File: src/design/adc_mode_pkg.sv
// Package for the converter mode and timing control block.
// Assumes a single 125 MHz clock domain and an APB register port.
package adc_mode_pkg;

    // ****************************************************************
    // Register map
    // ****************************************************************
    localparam logic [7:0]  MODE_CFG_OFFSET   = 8'h04;
    localparam logic [7:0]  CTRL_OFFSET       = 8'h00;
    localparam logic [7:0]  STATUS_OFFSET     = 8'h08;
    localparam logic [7:0]  RESULT_OFFSET     = 8'h0C;
    localparam logic [31:0] MODE_CFG_RESET    = 32'h0000_0000;
    localparam logic [31:0] MODE_CFG_MASK     = 32'h0F1F_3F3F;

    // ****************************************************************
    // Mode register field positions
    // ****************************************************************
    localparam int TRIG_EN_POS  = 0;
    localparam int TRIG_SEL_LSB = 1;
    localparam int RES_POS      = 4;
    localparam int SLEEP_POS    = 5;
    localparam int DIV_LSB      = 8;
    localparam int START_LSB    = 16;
    localparam int HOLD_LSB     = 24;

    localparam int NUM_TRIGGERS    = 5;
    localparam int STARTUP_MULT    = 8;
    localparam int RESULT_BITS     = 10;
    localparam int REDUCED_RESOLUTION_SELECT_BITS     = 8;

    typedef struct packed {
        logic [3:0] sampleHoldCycles;
        logic [4:0] startupField;
        logic [5:0] convClockDivider;
        logic       sleepSelect;
        logic       reducedResolutionSelect;
        logic [2:0] triggerSourceSelect;
        logic       hwTriggerEnable;
    } mode_cfg_t;

    typedef enum logic [2:0] {
        ST_OFF     = 3'b000,
        ST_STARTUP = 3'b001,
        ST_IDLE    = 3'b011,
        ST_HOLD    = 3'b010,
        ST_CONVERT = 3'b110
    } conv_state_t;

endpackage

File: src/design/adc_mode_timing_control.sv
// Mode and timing control for a successive-approximation converter.
// Assumes an APB master on ref_clk and an analog core that answers each
// conversion clock step with a comparator decision.
//
// What this block does
// - Converter clock is input clock over (divider plus one) times two
// - Wait (startup plus one) times eight converter clocks on wake-up
// - Hold sample phase for (hold plus one) converter clocks
// - Sleep select zero gives normal mode, one gives sleep mode
// - Reduced resolution zero gives 10-bit results, one gives 8-bit
// - Three-bit trigger source picks internal trigger input 0 to 4
// - Mode register fields at bits 0, 3:1, 4, 5, 13:8, 20:16, 27:24
// - Sleep selected while idle takes effect after the next conversion
`timescale 1ns/1ps
module adc_mode_timing_control #(
    parameter int NUM_TRIG = adc_mode_pkg::NUM_TRIGGERS
) (
    input  wire logic                ref_clk,
    input  wire logic                rst_b,
    input  wire logic                psel,
    input  wire logic                penable,
    input  wire logic                pwrite,
    input  wire logic [7:0]          paddr,
    input  wire logic [31:0]         pwdata,
    output logic      [31:0]         prdata,
    output logic                     pready,
    output logic                     pslverr,
    input  wire logic [NUM_TRIG-1:0] intTrigger,
    input  wire logic                compareBit,
    output logic                     converterClock,
    output logic                     sampleHold,
    output logic                     coreSleep,
    output logic                     conversionDone
);

    // ****************************************************************
    // Register bus
    // ****************************************************************
    logic [31:0]              modeReg, modeNext;
    adc_mode_pkg::mode_cfg_t  cfg;
    logic                     swStartReg, swStartNext;
    logic [31:0]              prdataReg, prdataNext;
    logic                     wrEn, rdEn;

    assign cfg = '{sampleHoldCycles:
                       modeReg[adc_mode_pkg::HOLD_LSB +: 4],
                   startupField:
                       modeReg[adc_mode_pkg::START_LSB +: 5],
                   convClockDivider:
                       modeReg[adc_mode_pkg::DIV_LSB +: 6],
                   sleepSelect:
                       modeReg[adc_mode_pkg::SLEEP_POS],
                   reducedResolutionSelect:
                       modeReg[adc_mode_pkg::RES_POS],
                   triggerSourceSelect:
                       modeReg[adc_mode_pkg::TRIG_SEL_LSB +: 3],
                   hwTriggerEnable:
                       modeReg[adc_mode_pkg::TRIG_EN_POS]};

    assign wrEn    = psel && penable && pwrite;
    assign rdEn    = psel && !penable && !pwrite;
    assign pready  = 1'b1;
    assign prdata  = prdataReg;
    function automatic logic isMapped(input logic [7:0] a);
        return a == adc_mode_pkg::MODE_CFG_OFFSET ||
               a == adc_mode_pkg::CTRL_OFFSET ||
               a == adc_mode_pkg::STATUS_OFFSET ||
               a == adc_mode_pkg::RESULT_OFFSET;
    endfunction
    assign pslverr = psel && penable && !isMapped(paddr);

    adc_mode_pkg::conv_state_t stateReg, stateNext;
    logic [9:0]  resultReg, resultNext;
    logic        doneReg, doneNext;

    always_comb begin
        modeNext    = modeReg;
        swStartNext = swStartReg;
        prdataNext  = prdataReg;
        if (wrEn && paddr == adc_mode_pkg::MODE_CFG_OFFSET) begin
            modeNext = pwdata & adc_mode_pkg::MODE_CFG_MASK;
        end
        if (wrEn && paddr == adc_mode_pkg::CTRL_OFFSET && pwdata[0]) begin
            swStartNext = 1'b1;
        end else if (stateReg == adc_mode_pkg::ST_HOLD) begin
            swStartNext = 1'b0;
        end
        if (rdEn) begin
            case (paddr)
                adc_mode_pkg::MODE_CFG_OFFSET: prdataNext = modeReg;
                adc_mode_pkg::STATUS_OFFSET:
                    prdataNext = {28'h000_0000, doneReg, coreSleep,
                                  stateReg == adc_mode_pkg::ST_IDLE,
                                  swStartReg};
                adc_mode_pkg::RESULT_OFFSET:
                    prdataNext = {22'h00_0000, resultReg};
                default: prdataNext = 32'h0000_0000;
            endcase
        end
    end

    always_ff @(posedge ref_clk or negedge rst_b) begin
        if (!rst_b) begin
            modeReg    <= adc_mode_pkg::MODE_CFG_RESET;
            swStartReg <= 1'b0;
            prdataReg  <= 32'h0000_0000;
        end else begin
            modeReg    <= modeNext;
            swStartReg <= swStartNext;
            prdataReg  <= prdataNext;
        end
    end

    // ****************************************************************
    // Converter clock divider and trigger edge detect
    // ****************************************************************
    logic [6:0] divCntReg, divCntNext;
    logic       cclkReg, cclkNext;
    logic       tick;
    logic [NUM_TRIG-1:0] trigMeta, trigSync, trigPrev;
    logic       trigSel, trigSelPrev, trigEdge;

    // Toggle every (divider+1) input clocks: full period is twice that
    // Greater-or-equal so a smaller divider written mid-count cannot stall
    assign tick = divCntReg >= {1'b0, cfg.convClockDivider};

    always_comb begin
        divCntNext = tick ? 7'h00 : divCntReg + 7'h01;
        cclkNext   = tick ? !cclkReg : cclkReg;
    end

    // Selects beyond input 4 never fire
    assign trigSel = (int'(cfg.triggerSourceSelect) < NUM_TRIG) ?
                     trigSync[cfg.triggerSourceSelect] : 1'b0;
    assign trigSelPrev = (int'(cfg.triggerSourceSelect) < NUM_TRIG) ?
                     trigPrev[cfg.triggerSourceSelect] : 1'b0;
    assign trigEdge = trigSel && !trigSelPrev;

    always_ff @(posedge ref_clk or negedge rst_b) begin
        if (!rst_b) begin
            divCntReg <= 7'h00;
            cclkReg   <= 1'b0;
            trigMeta  <= '0;
            trigSync  <= '0;
            trigPrev  <= '0;
        end else begin
            divCntReg <= divCntNext;
            cclkReg   <= cclkNext;
            trigMeta  <= intTrigger;
            trigSync  <= trigMeta;
            trigPrev  <= trigSync;
        end
    end

    // ****************************************************************
    // Conversion sequencer, stepping startup, hold and convert once per converter clock period
    // ****************************************************************
    logic [7:0] stepCntReg, stepCntNext;
    logic       sleepArmReg, sleepArmNext;
    logic       periodEnd;
    logic       startReq;

    assign periodEnd = tick && cclkReg;
    assign startReq  = cfg.hwTriggerEnable ? trigEdge : swStartReg;

    always_comb begin
        stateNext    = stateReg;
        stepCntNext  = stepCntReg;
        resultNext   = resultReg;
        doneNext     = 1'b0;
        sleepArmNext = sleepArmReg;
        if (!cfg.sleepSelect) begin
            sleepArmNext = 1'b0;
        end
        case (stateReg)
            adc_mode_pkg::ST_OFF: begin
                if (!cfg.sleepSelect) begin
                    stateNext   = adc_mode_pkg::ST_STARTUP;
                    stepCntNext = 8'h00;
                end
            end
            adc_mode_pkg::ST_STARTUP: begin
                if (periodEnd) begin
                    stepCntNext = stepCntReg + 8'h01;
                    if (stepCntReg == 8'((cfg.startupField + 6'h01) *
                            adc_mode_pkg::STARTUP_MULT) - 8'h01) begin
                        stateNext = adc_mode_pkg::ST_IDLE;
                    end
                end
            end
            adc_mode_pkg::ST_IDLE: begin
                // Sleep waits for one more conversion after selection
                if (sleepArmReg) begin
                    stateNext = adc_mode_pkg::ST_OFF;
                end else if (startReq) begin
                    stateNext   = adc_mode_pkg::ST_HOLD;
                    stepCntNext = 8'h00;
                end
            end
            adc_mode_pkg::ST_HOLD: begin
                if (periodEnd) begin
                    stepCntNext = stepCntReg + 8'h01;
                    if (stepCntReg == {4'h0, cfg.sampleHoldCycles}) begin
                        stateNext   = adc_mode_pkg::ST_CONVERT;
                        stepCntNext = 8'h00;
                        resultNext  = 10'h000;
                    end
                end
            end
            adc_mode_pkg::ST_CONVERT: begin
                if (periodEnd) begin
                    stepCntNext = stepCntReg + 8'h01;
                    resultNext[9 - stepCntReg[3:0]] = compareBit;
                    if (stepCntReg == (cfg.reducedResolutionSelect ?
                            8'(adc_mode_pkg::REDUCED_RESOLUTION_SELECT_BITS - 1) :
                            8'(adc_mode_pkg::RESULT_BITS - 1))) begin
                        stateNext = adc_mode_pkg::ST_IDLE;
                        doneNext  = 1'b1;
                        sleepArmNext = cfg.sleepSelect;
                        if (cfg.reducedResolutionSelect) begin
                            resultNext = {2'b00, resultNext[9:2]};
                        end
                    end
                end
            end
            default: stateNext = adc_mode_pkg::ST_OFF;
        endcase
    end

    always_ff @(posedge ref_clk or negedge rst_b) begin
        if (!rst_b) begin
            stateReg    <= adc_mode_pkg::ST_OFF;
            stepCntReg  <= 8'h00;
            resultReg   <= 10'h000;
            doneReg     <= 1'b0;
            sleepArmReg <= 1'b0;
        end else begin
            stateReg    <= stateNext;
            stepCntReg  <= stepCntNext;
            resultReg   <= resultNext;
            doneReg     <= doneNext;
            sleepArmReg <= sleepArmNext;
        end
    end

    assign converterClock = cclkReg;
    assign sampleHold     = stateReg == adc_mode_pkg::ST_HOLD;
    assign coreSleep      = stateReg == adc_mode_pkg::ST_OFF;
    assign conversionDone = doneReg;

    // ****************************************************************
    // Assertions
    // ****************************************************************
    AST_DIV_TOGGLE: assert property (@(posedge ref_clk)
        disable iff (!rst_b) tick |=> cclkReg != $past(cclkReg))
        else $error("converter clock did not toggle on divider tick");
    AST_DIV_RANGE: assert property (@(posedge ref_clk)
        disable iff (!rst_b)
        divCntReg <= {1'b0, cfg.convClockDivider} || $changed(modeReg))
        else $error("divider count beyond programmed value");
    AST_STARTUP_GAP: assert property (@(posedge ref_clk)
        disable iff (!rst_b) $rose(stateReg == adc_mode_pkg::ST_IDLE) &&
        $past(stateReg) == adc_mode_pkg::ST_STARTUP |->
        stepCntReg == 8'((cfg.startupField + 6'h01) * 8))
        else $error("startup left with wrong period count");
    AST_HOLD_LEN: assert property (@(posedge ref_clk)
        disable iff (!rst_b) $past(stateReg) == adc_mode_pkg::ST_HOLD &&
        stateReg == adc_mode_pkg::ST_CONVERT |->
        $past(stepCntReg) == {4'h0, cfg.sampleHoldCycles})
        else $error("hold phase length wrong");
    AST_SLEEP_OFF: assert property (@(posedge ref_clk)
        disable iff (!rst_b) coreSleep && !cfg.sleepSelect |=>
        stateReg == adc_mode_pkg::ST_STARTUP)
        else $error("normal mode did not wake the core");
    AST_RES_LEN: assert property (@(posedge ref_clk)
        disable iff (!rst_b) doneReg |->
        $past(stepCntReg) == (cfg.reducedResolutionSelect ? 8'h07 : 8'h09))
        else $error("conversion bit count wrong for resolution");
    AST_REDUCED_RESOLUTION_SELECT_TOP: assert property (@(posedge ref_clk)
        disable iff (!rst_b)
        doneReg && cfg.reducedResolutionSelect |-> resultReg[9:8] == 2'b00)
        else $error("8-bit result has upper bits set");
    AST_HW_START: assert property (@(posedge ref_clk)
        disable iff (!rst_b) stateReg == adc_mode_pkg::ST_IDLE &&
        !sleepArmReg && cfg.hwTriggerEnable && trigEdge |=>
        stateReg == adc_mode_pkg::ST_HOLD)
        else $error("trigger edge did not start conversion");
    AST_NO_SW_START: assert property (@(posedge ref_clk)
        disable iff (!rst_b) stateReg == adc_mode_pkg::ST_IDLE &&
        cfg.hwTriggerEnable && !trigEdge |=> stateReg != adc_mode_pkg::ST_HOLD)
        else $error("conversion started without selected trigger");
    AST_SLEEP_AFTER: assert property (@(posedge ref_clk)
        disable iff (!rst_b) doneReg && cfg.sleepSelect &&
        $past(cfg.sleepSelect) |=> coreSleep)
        else $error("sleep not entered after conversion");
    AST_MODE_WR: assert property (@(posedge ref_clk)
        disable iff (!rst_b) wrEn && paddr == adc_mode_pkg::MODE_CFG_OFFSET |=>
        modeReg == ($past(pwdata) & 32'h0F1F_3F3F))
        else $error("mode register write lost");
endmodule

File: config.mk
export PLATFORM = sky130hd
export DESIGN_NAME = adc_mode_timing_control
export DESIGN_NICKNAME = d
export VERILOG_FILES = /design/src/design/adc_mode_pkg.sv /design/src/design/adc_mode_timing_control.sv
export SDC_FILE = /design/constraint.sdc
export NUM_CORES = 1
export LEC_CHECK = 0
export BUFFER_PORTS_ARGS = -buffer_cell sky130_fd_sc_hd__buf_4
export CORE_ASPECT_RATIO = 0.75
export CORE_MARGIN = 8
export CORE_UTILIZATION = 45
export CTS_BUF_LIST = sky130_fd_sc_hd__clkbuf_16
export CTS_CLUSTER_SIZE = 28
export DETAILED_ROUTE_END_ITERATION = 10
export GPL_ROUTABILITY_DRIVEN = 0
export PLACE_DENSITY = 0.67
export SLEW_MARGIN = 0
export SYNTH_ARGS = -nofsm -noshare
export SYNTH_HDL_FRONTEND = slang
export SYNTH_SLANG_ARGS = --single-unit
export TNS_END_PERCENT = 1
File: constraint.sdc
create_clock -name ref_clk -period 3.7 [get_ports ref_clk]
set_input_delay 0.37 -clock ref_clk [delete_from_list [all_inputs] [get_ports ref_clk]]
set_output_delay 0.37 -clock ref_clk [all_outputs]
set_load 0.02 [all_outputs]
==> out/results.txt <==
After layout, the worst path uses 75.45% of the clock period. The logs give 0 for the post-CTS repair timing setup buffer count and 5 for the first-pass detailed-route iteration total. The flow ran to the end, and the final reports show no timing, DRC or antenna violations. In this design, the stage delay of the slowest critical-path cell is 710 ps. The clock tree buffer depth came out at 2. Vias per cell: 5.399. The count of flip-flops with a built-in enable after synthesis works out to 0. Ranked by total cell area, the synthesized netlist is headed by sky130_fd_sc_hd__dfrtp_1, sky130_fd_sc_hd__mux2_4, sky130_fd_sc_hd__ha_1. Detailed placement finished with a half-perimeter wire length of 7818 um. Total power for the finished layout comes to 2.713 mW.

Once the floorplan was initialized, standard cells occupied 46.02% of the core. The max-slew headroom at the worst pin was 40.30%. Subtracting the final worst setup slack from the clock period gives 2792 ps. Summed over its instances, the top area cell type makes up 48.47% of the synthesized netlist area.

The root buffer cell chosen for the clock tree is sky130_fd_sc_hd__clkbuf_16. The routed design has 10640 um of wire. The final antenna-violating net count came out at 0. The critical path goes through ha_1, a21o_1, a211oi_1, o21ai_1, a311oi_2, nand2b_1, o31ai_1. In this run the vertical extent of the chip is 104.5 um.

The total number of placement rows is 32, and the final setup TNS is 0 ps. Global routing used 15.65% of the available tracks. The worst setup path is launched from a register.

The area enclosed by the die boundary is 14000 sq um, and the number of standard cells after synthesis is 414. In this run the worst path has a maximum fanout of 11. The total core area was 10210 sq um.

The number of violations reported at the end of detailed-routing iteration 0 was 276; the power per cell area was 492.0 nW/um^2. Among all stages on the critical path, the largest delay is contributed by sky130_fd_sc_hd__a311oi_2. The post-synthesis cell type with the largest combined area is sky130_fd_sc_hd__dfrtp_1.

From synthesis to final layout, the design area changed by 17.36%. Via count of the first global-routing pass: 3424. The number of clock sinks seen by CTS is 91, and the count of antenna diodes in the layout is 0. The setup path with the least slack is of type reg2reg. The xor/xnor cell area share of the yosys netlist came out at 3.356%. The number of hold-repair buffers added at the cts stage was 0. Of all flip-flops after synthesis, the portion carrying an async set or reset was 100.0%. The worst hold path belongs to the class in2async. The count of pins on the block boundary is 89. Most frequent standard cell in the layout excluding fill and tap cells: sky130_fd_sc_hd__dfrtp_1. Detailed routing inserted a total of 3326 vias. Post-CTS repair changed the size of 0 cells. The tools report the CTS buffer count as 9. The simple-gate portion of the synthesized area was 13.18%. Setup repair after global routing left no endpoint under its margin. The tools report the number of antenna violations at the first check in global routing as 0.

The worst setup path is captured at a register. Summed over all layers, the global routing overflow is 0. The clock reaches the later pin of the worst-skew pair after 340 ps.

The first global-routing pass estimated 17770 um of wire. For the number of maximum-capacitance constraint violations, the log shows 0. The logs give 4698 sq um for the post-synthesis instance area and 64 for the number of different library cells in the post-synthesis netlist.

Entering global routing, the biggest net connects 68 pins. Across the routed clock network, the largest skew measured is 4.712 ps. The tools report the arrival time at the worst endpoint as 3000 ps. The final layout contains 541 nets.

For this run, the leading register cell type out of synthesis is sky130_fd_sc_hd__dfrtp_1. The wire length per cell was 17.27 um. After synthesis, the share of cell area in mux cells is 13.18%.

The maximum ir drop on the vdd rail is 0.0002560 V, and the final hold violation count is 0. The mean cell area of the mapped netlist is 11.35 sq um, and the number of endpoints failing setup at the final stage is 0. Summed over all cells, the static leakage comes to 2.741 nW. Sequential cells were found to cover 48.47% of the synthesized design area. Summing the areas of all fa, ha and maj instances in the mapped netlist gives 3.995% of the synthesized area. The area fraction in compound gates after synthesis came out at 12.94%. The count of buffers added on input and output ports is 67.

At the pin with the least slew margin, the transition time is 893.4 ps. The total DRC errors in the routed layout was 0. Largest family of logic cells by synthesized area: simple AND/OR/NAND/NOR gates. The Yosys step of the flow raised 0 warnings.

At the worst endpoint, the required time is 3910 ps. TritonCTS built the clock tree. After clock tree synthesis, the clock-pin slew on the worst setup and hold paths is 60 ps. The flip-flop and latch count after synthesis was 91. The H-tree was split into 3 levels. The final count of pins violating max slew is 0, and the maximum frequency from static timing analysis is 358.2 MHz.

The top cell types in the final layout, fill and taps aside, are sky130_fd_sc_hd__dfrtp_1, sky130_fd_sc_hd__buf_4, sky130_fd_sc_hd__nand2_1. Of the cells placed in the final design, the portion with a size suffix greater than 1 is 25.00%. In this run the horizontal extent of the chip is 134.0 um.
[cell usage after synthesis, types with 3 or more instances]
cell type and number:
sky130_fd_sc_hd__a21o_1 7, sky130_fd_sc_hd__buf_4 13, sky130_fd_sc_hd__nand3_1 17, sky130_fd_sc_hd__mux2i_1 15, sky130_fd_sc_hd__a22o_1 13, sky130_fd_sc_hd__nand2_1 31, sky130_fd_sc_hd__nand2b_1 3, sky130_fd_sc_hd__nor2_1 23
sky130_fd_sc_hd__xnor2_1 9, sky130_fd_sc_hd__o21ai_1 6, sky130_fd_sc_hd__o31ai_1 5, sky130_fd_sc_hd__o22ai_1 8, sky130_fd_sc_hd__mux2_1 13, sky130_fd_sc_hd__clkbuf_1 5, sky130_fd_sc_hd__ha_1 15, sky130_fd_sc_hd__mux2_4 20
sky130_fd_sc_hd__xor2_1 9, sky130_fd_sc_hd__o21ai_0 23, sky130_fd_sc_hd__inv_1 13, sky130_fd_sc_hd__nor3b_1 3, sky130_fd_sc_hd__buf_2 6, sky130_fd_sc_hd__nor2b_1 3, sky130_fd_sc_hd__nor3_1 3, sky130_fd_sc_hd__dfrtp_1 91
sky130_fd_sc_hd__nand4_1 4, sky130_fd_sc_hd__a31oi_1 3, sky130_fd_sc_hd__a22oi_1 4
[per-layer routing]
layer,vias up,share of wire (%),GRT usage [%]
li1,1590,-,-
met1,1626,50,21.91
met2,100,43,22.99
met3,10,6.3,4.730
met4,0,1.0,3.917
met5,-,0,0
[critical path: cells and delay by family, from the launching register on]
family                   cells  cell delay, ps
AO/OA/AOI/OAI                5            1600
adder cells (fa/ha/maj)      1             310
flip-flops                   1             420
AND/OR/NAND/NOR              1             320
[registers in the layout, indices dropped and copies added, names as in the netlist]
name	cells
prdata	23
modeReg	21
resultReg	10
stepCntReg	8
divCntReg	7
trigMeta	5
trigPrev	5
trigSync	5
stateReg	3
conversionDone	1
converterClock	1
sleepArmReg	1
swStartReg	1
[through the flow]
| step | cells | hold WS, ps | instance area (sq um) | utilization, % | setup slack (ps) |
|---|---|---|---|---|---|
| after floorplan | 422 | 74.41 | 4728 | - | 1600 |
| after global placement | 600 | 336.4 | 5244 | 51.36 | 1020 |
| after detailed placement | 600 | 334.7 | 5244 | 51.36 | 936.3 |
| after CTS | 616 | 123.3 | 5514 | 54.01 | 916.3 |
| after global routing | 616 | 117.0 | 5514 | 54.01 | 683.1 |
| final | 616 | 123.4 | 5514 | 54.01 | 908.2 |
[power by group]
| part | internal (mW) | leakage [nW] | switching [mW] |
|---|---|---|---|
| clock network | 0.453 | 0.141 | 0.378 |
| logic | 0.300 | 1.38 | 0.421 |
| registers | 1.05 | 1.22 | 0.111 |
[path summary, 6_finish.rpt]
kind                          startpoint            end  slack, ps  depth (start not counted)
setup / recovery            divCntReg[4]  stepCntReg[3]        910                          7
hold / removal                     rst_b   resultReg[4]        120                          1
setup reg to reg            divCntReg[4]  stepCntReg[3]        910                          7
hold reg to reg              trigMeta[2]    trigSync[2]        350                          0
max in group asynchronous          rst_b    modeReg[17]       2700                          2
min in group ref_clk       intTrigger[1]    trigMeta[1]        130                          1
[cells by family after synthesis]
| group | Yosys count |
|---|---|
| AO/OA/AOI/OAI | 86 |
| AND/OR/NAND/NOR | 112 |
| flip-flops | 91 |
| other | 2 |
| buffers and inverters | 40 |
| adder cells (fa/ha/maj) | 15 |
| XOR/XNOR | 18 |
| multiplexers | 50 |
[layout make-up]
class,instances,area (sq um)
fill,871,4696
sequential,91,2277
multi-input combinational,291,2230
timing repair buffer,69,518.0
clock buffer,9,225.2
tap,136,170.2
inverter,13,48.80
clock inverter,7,45.04
Power figures use the tool's default switching activity.
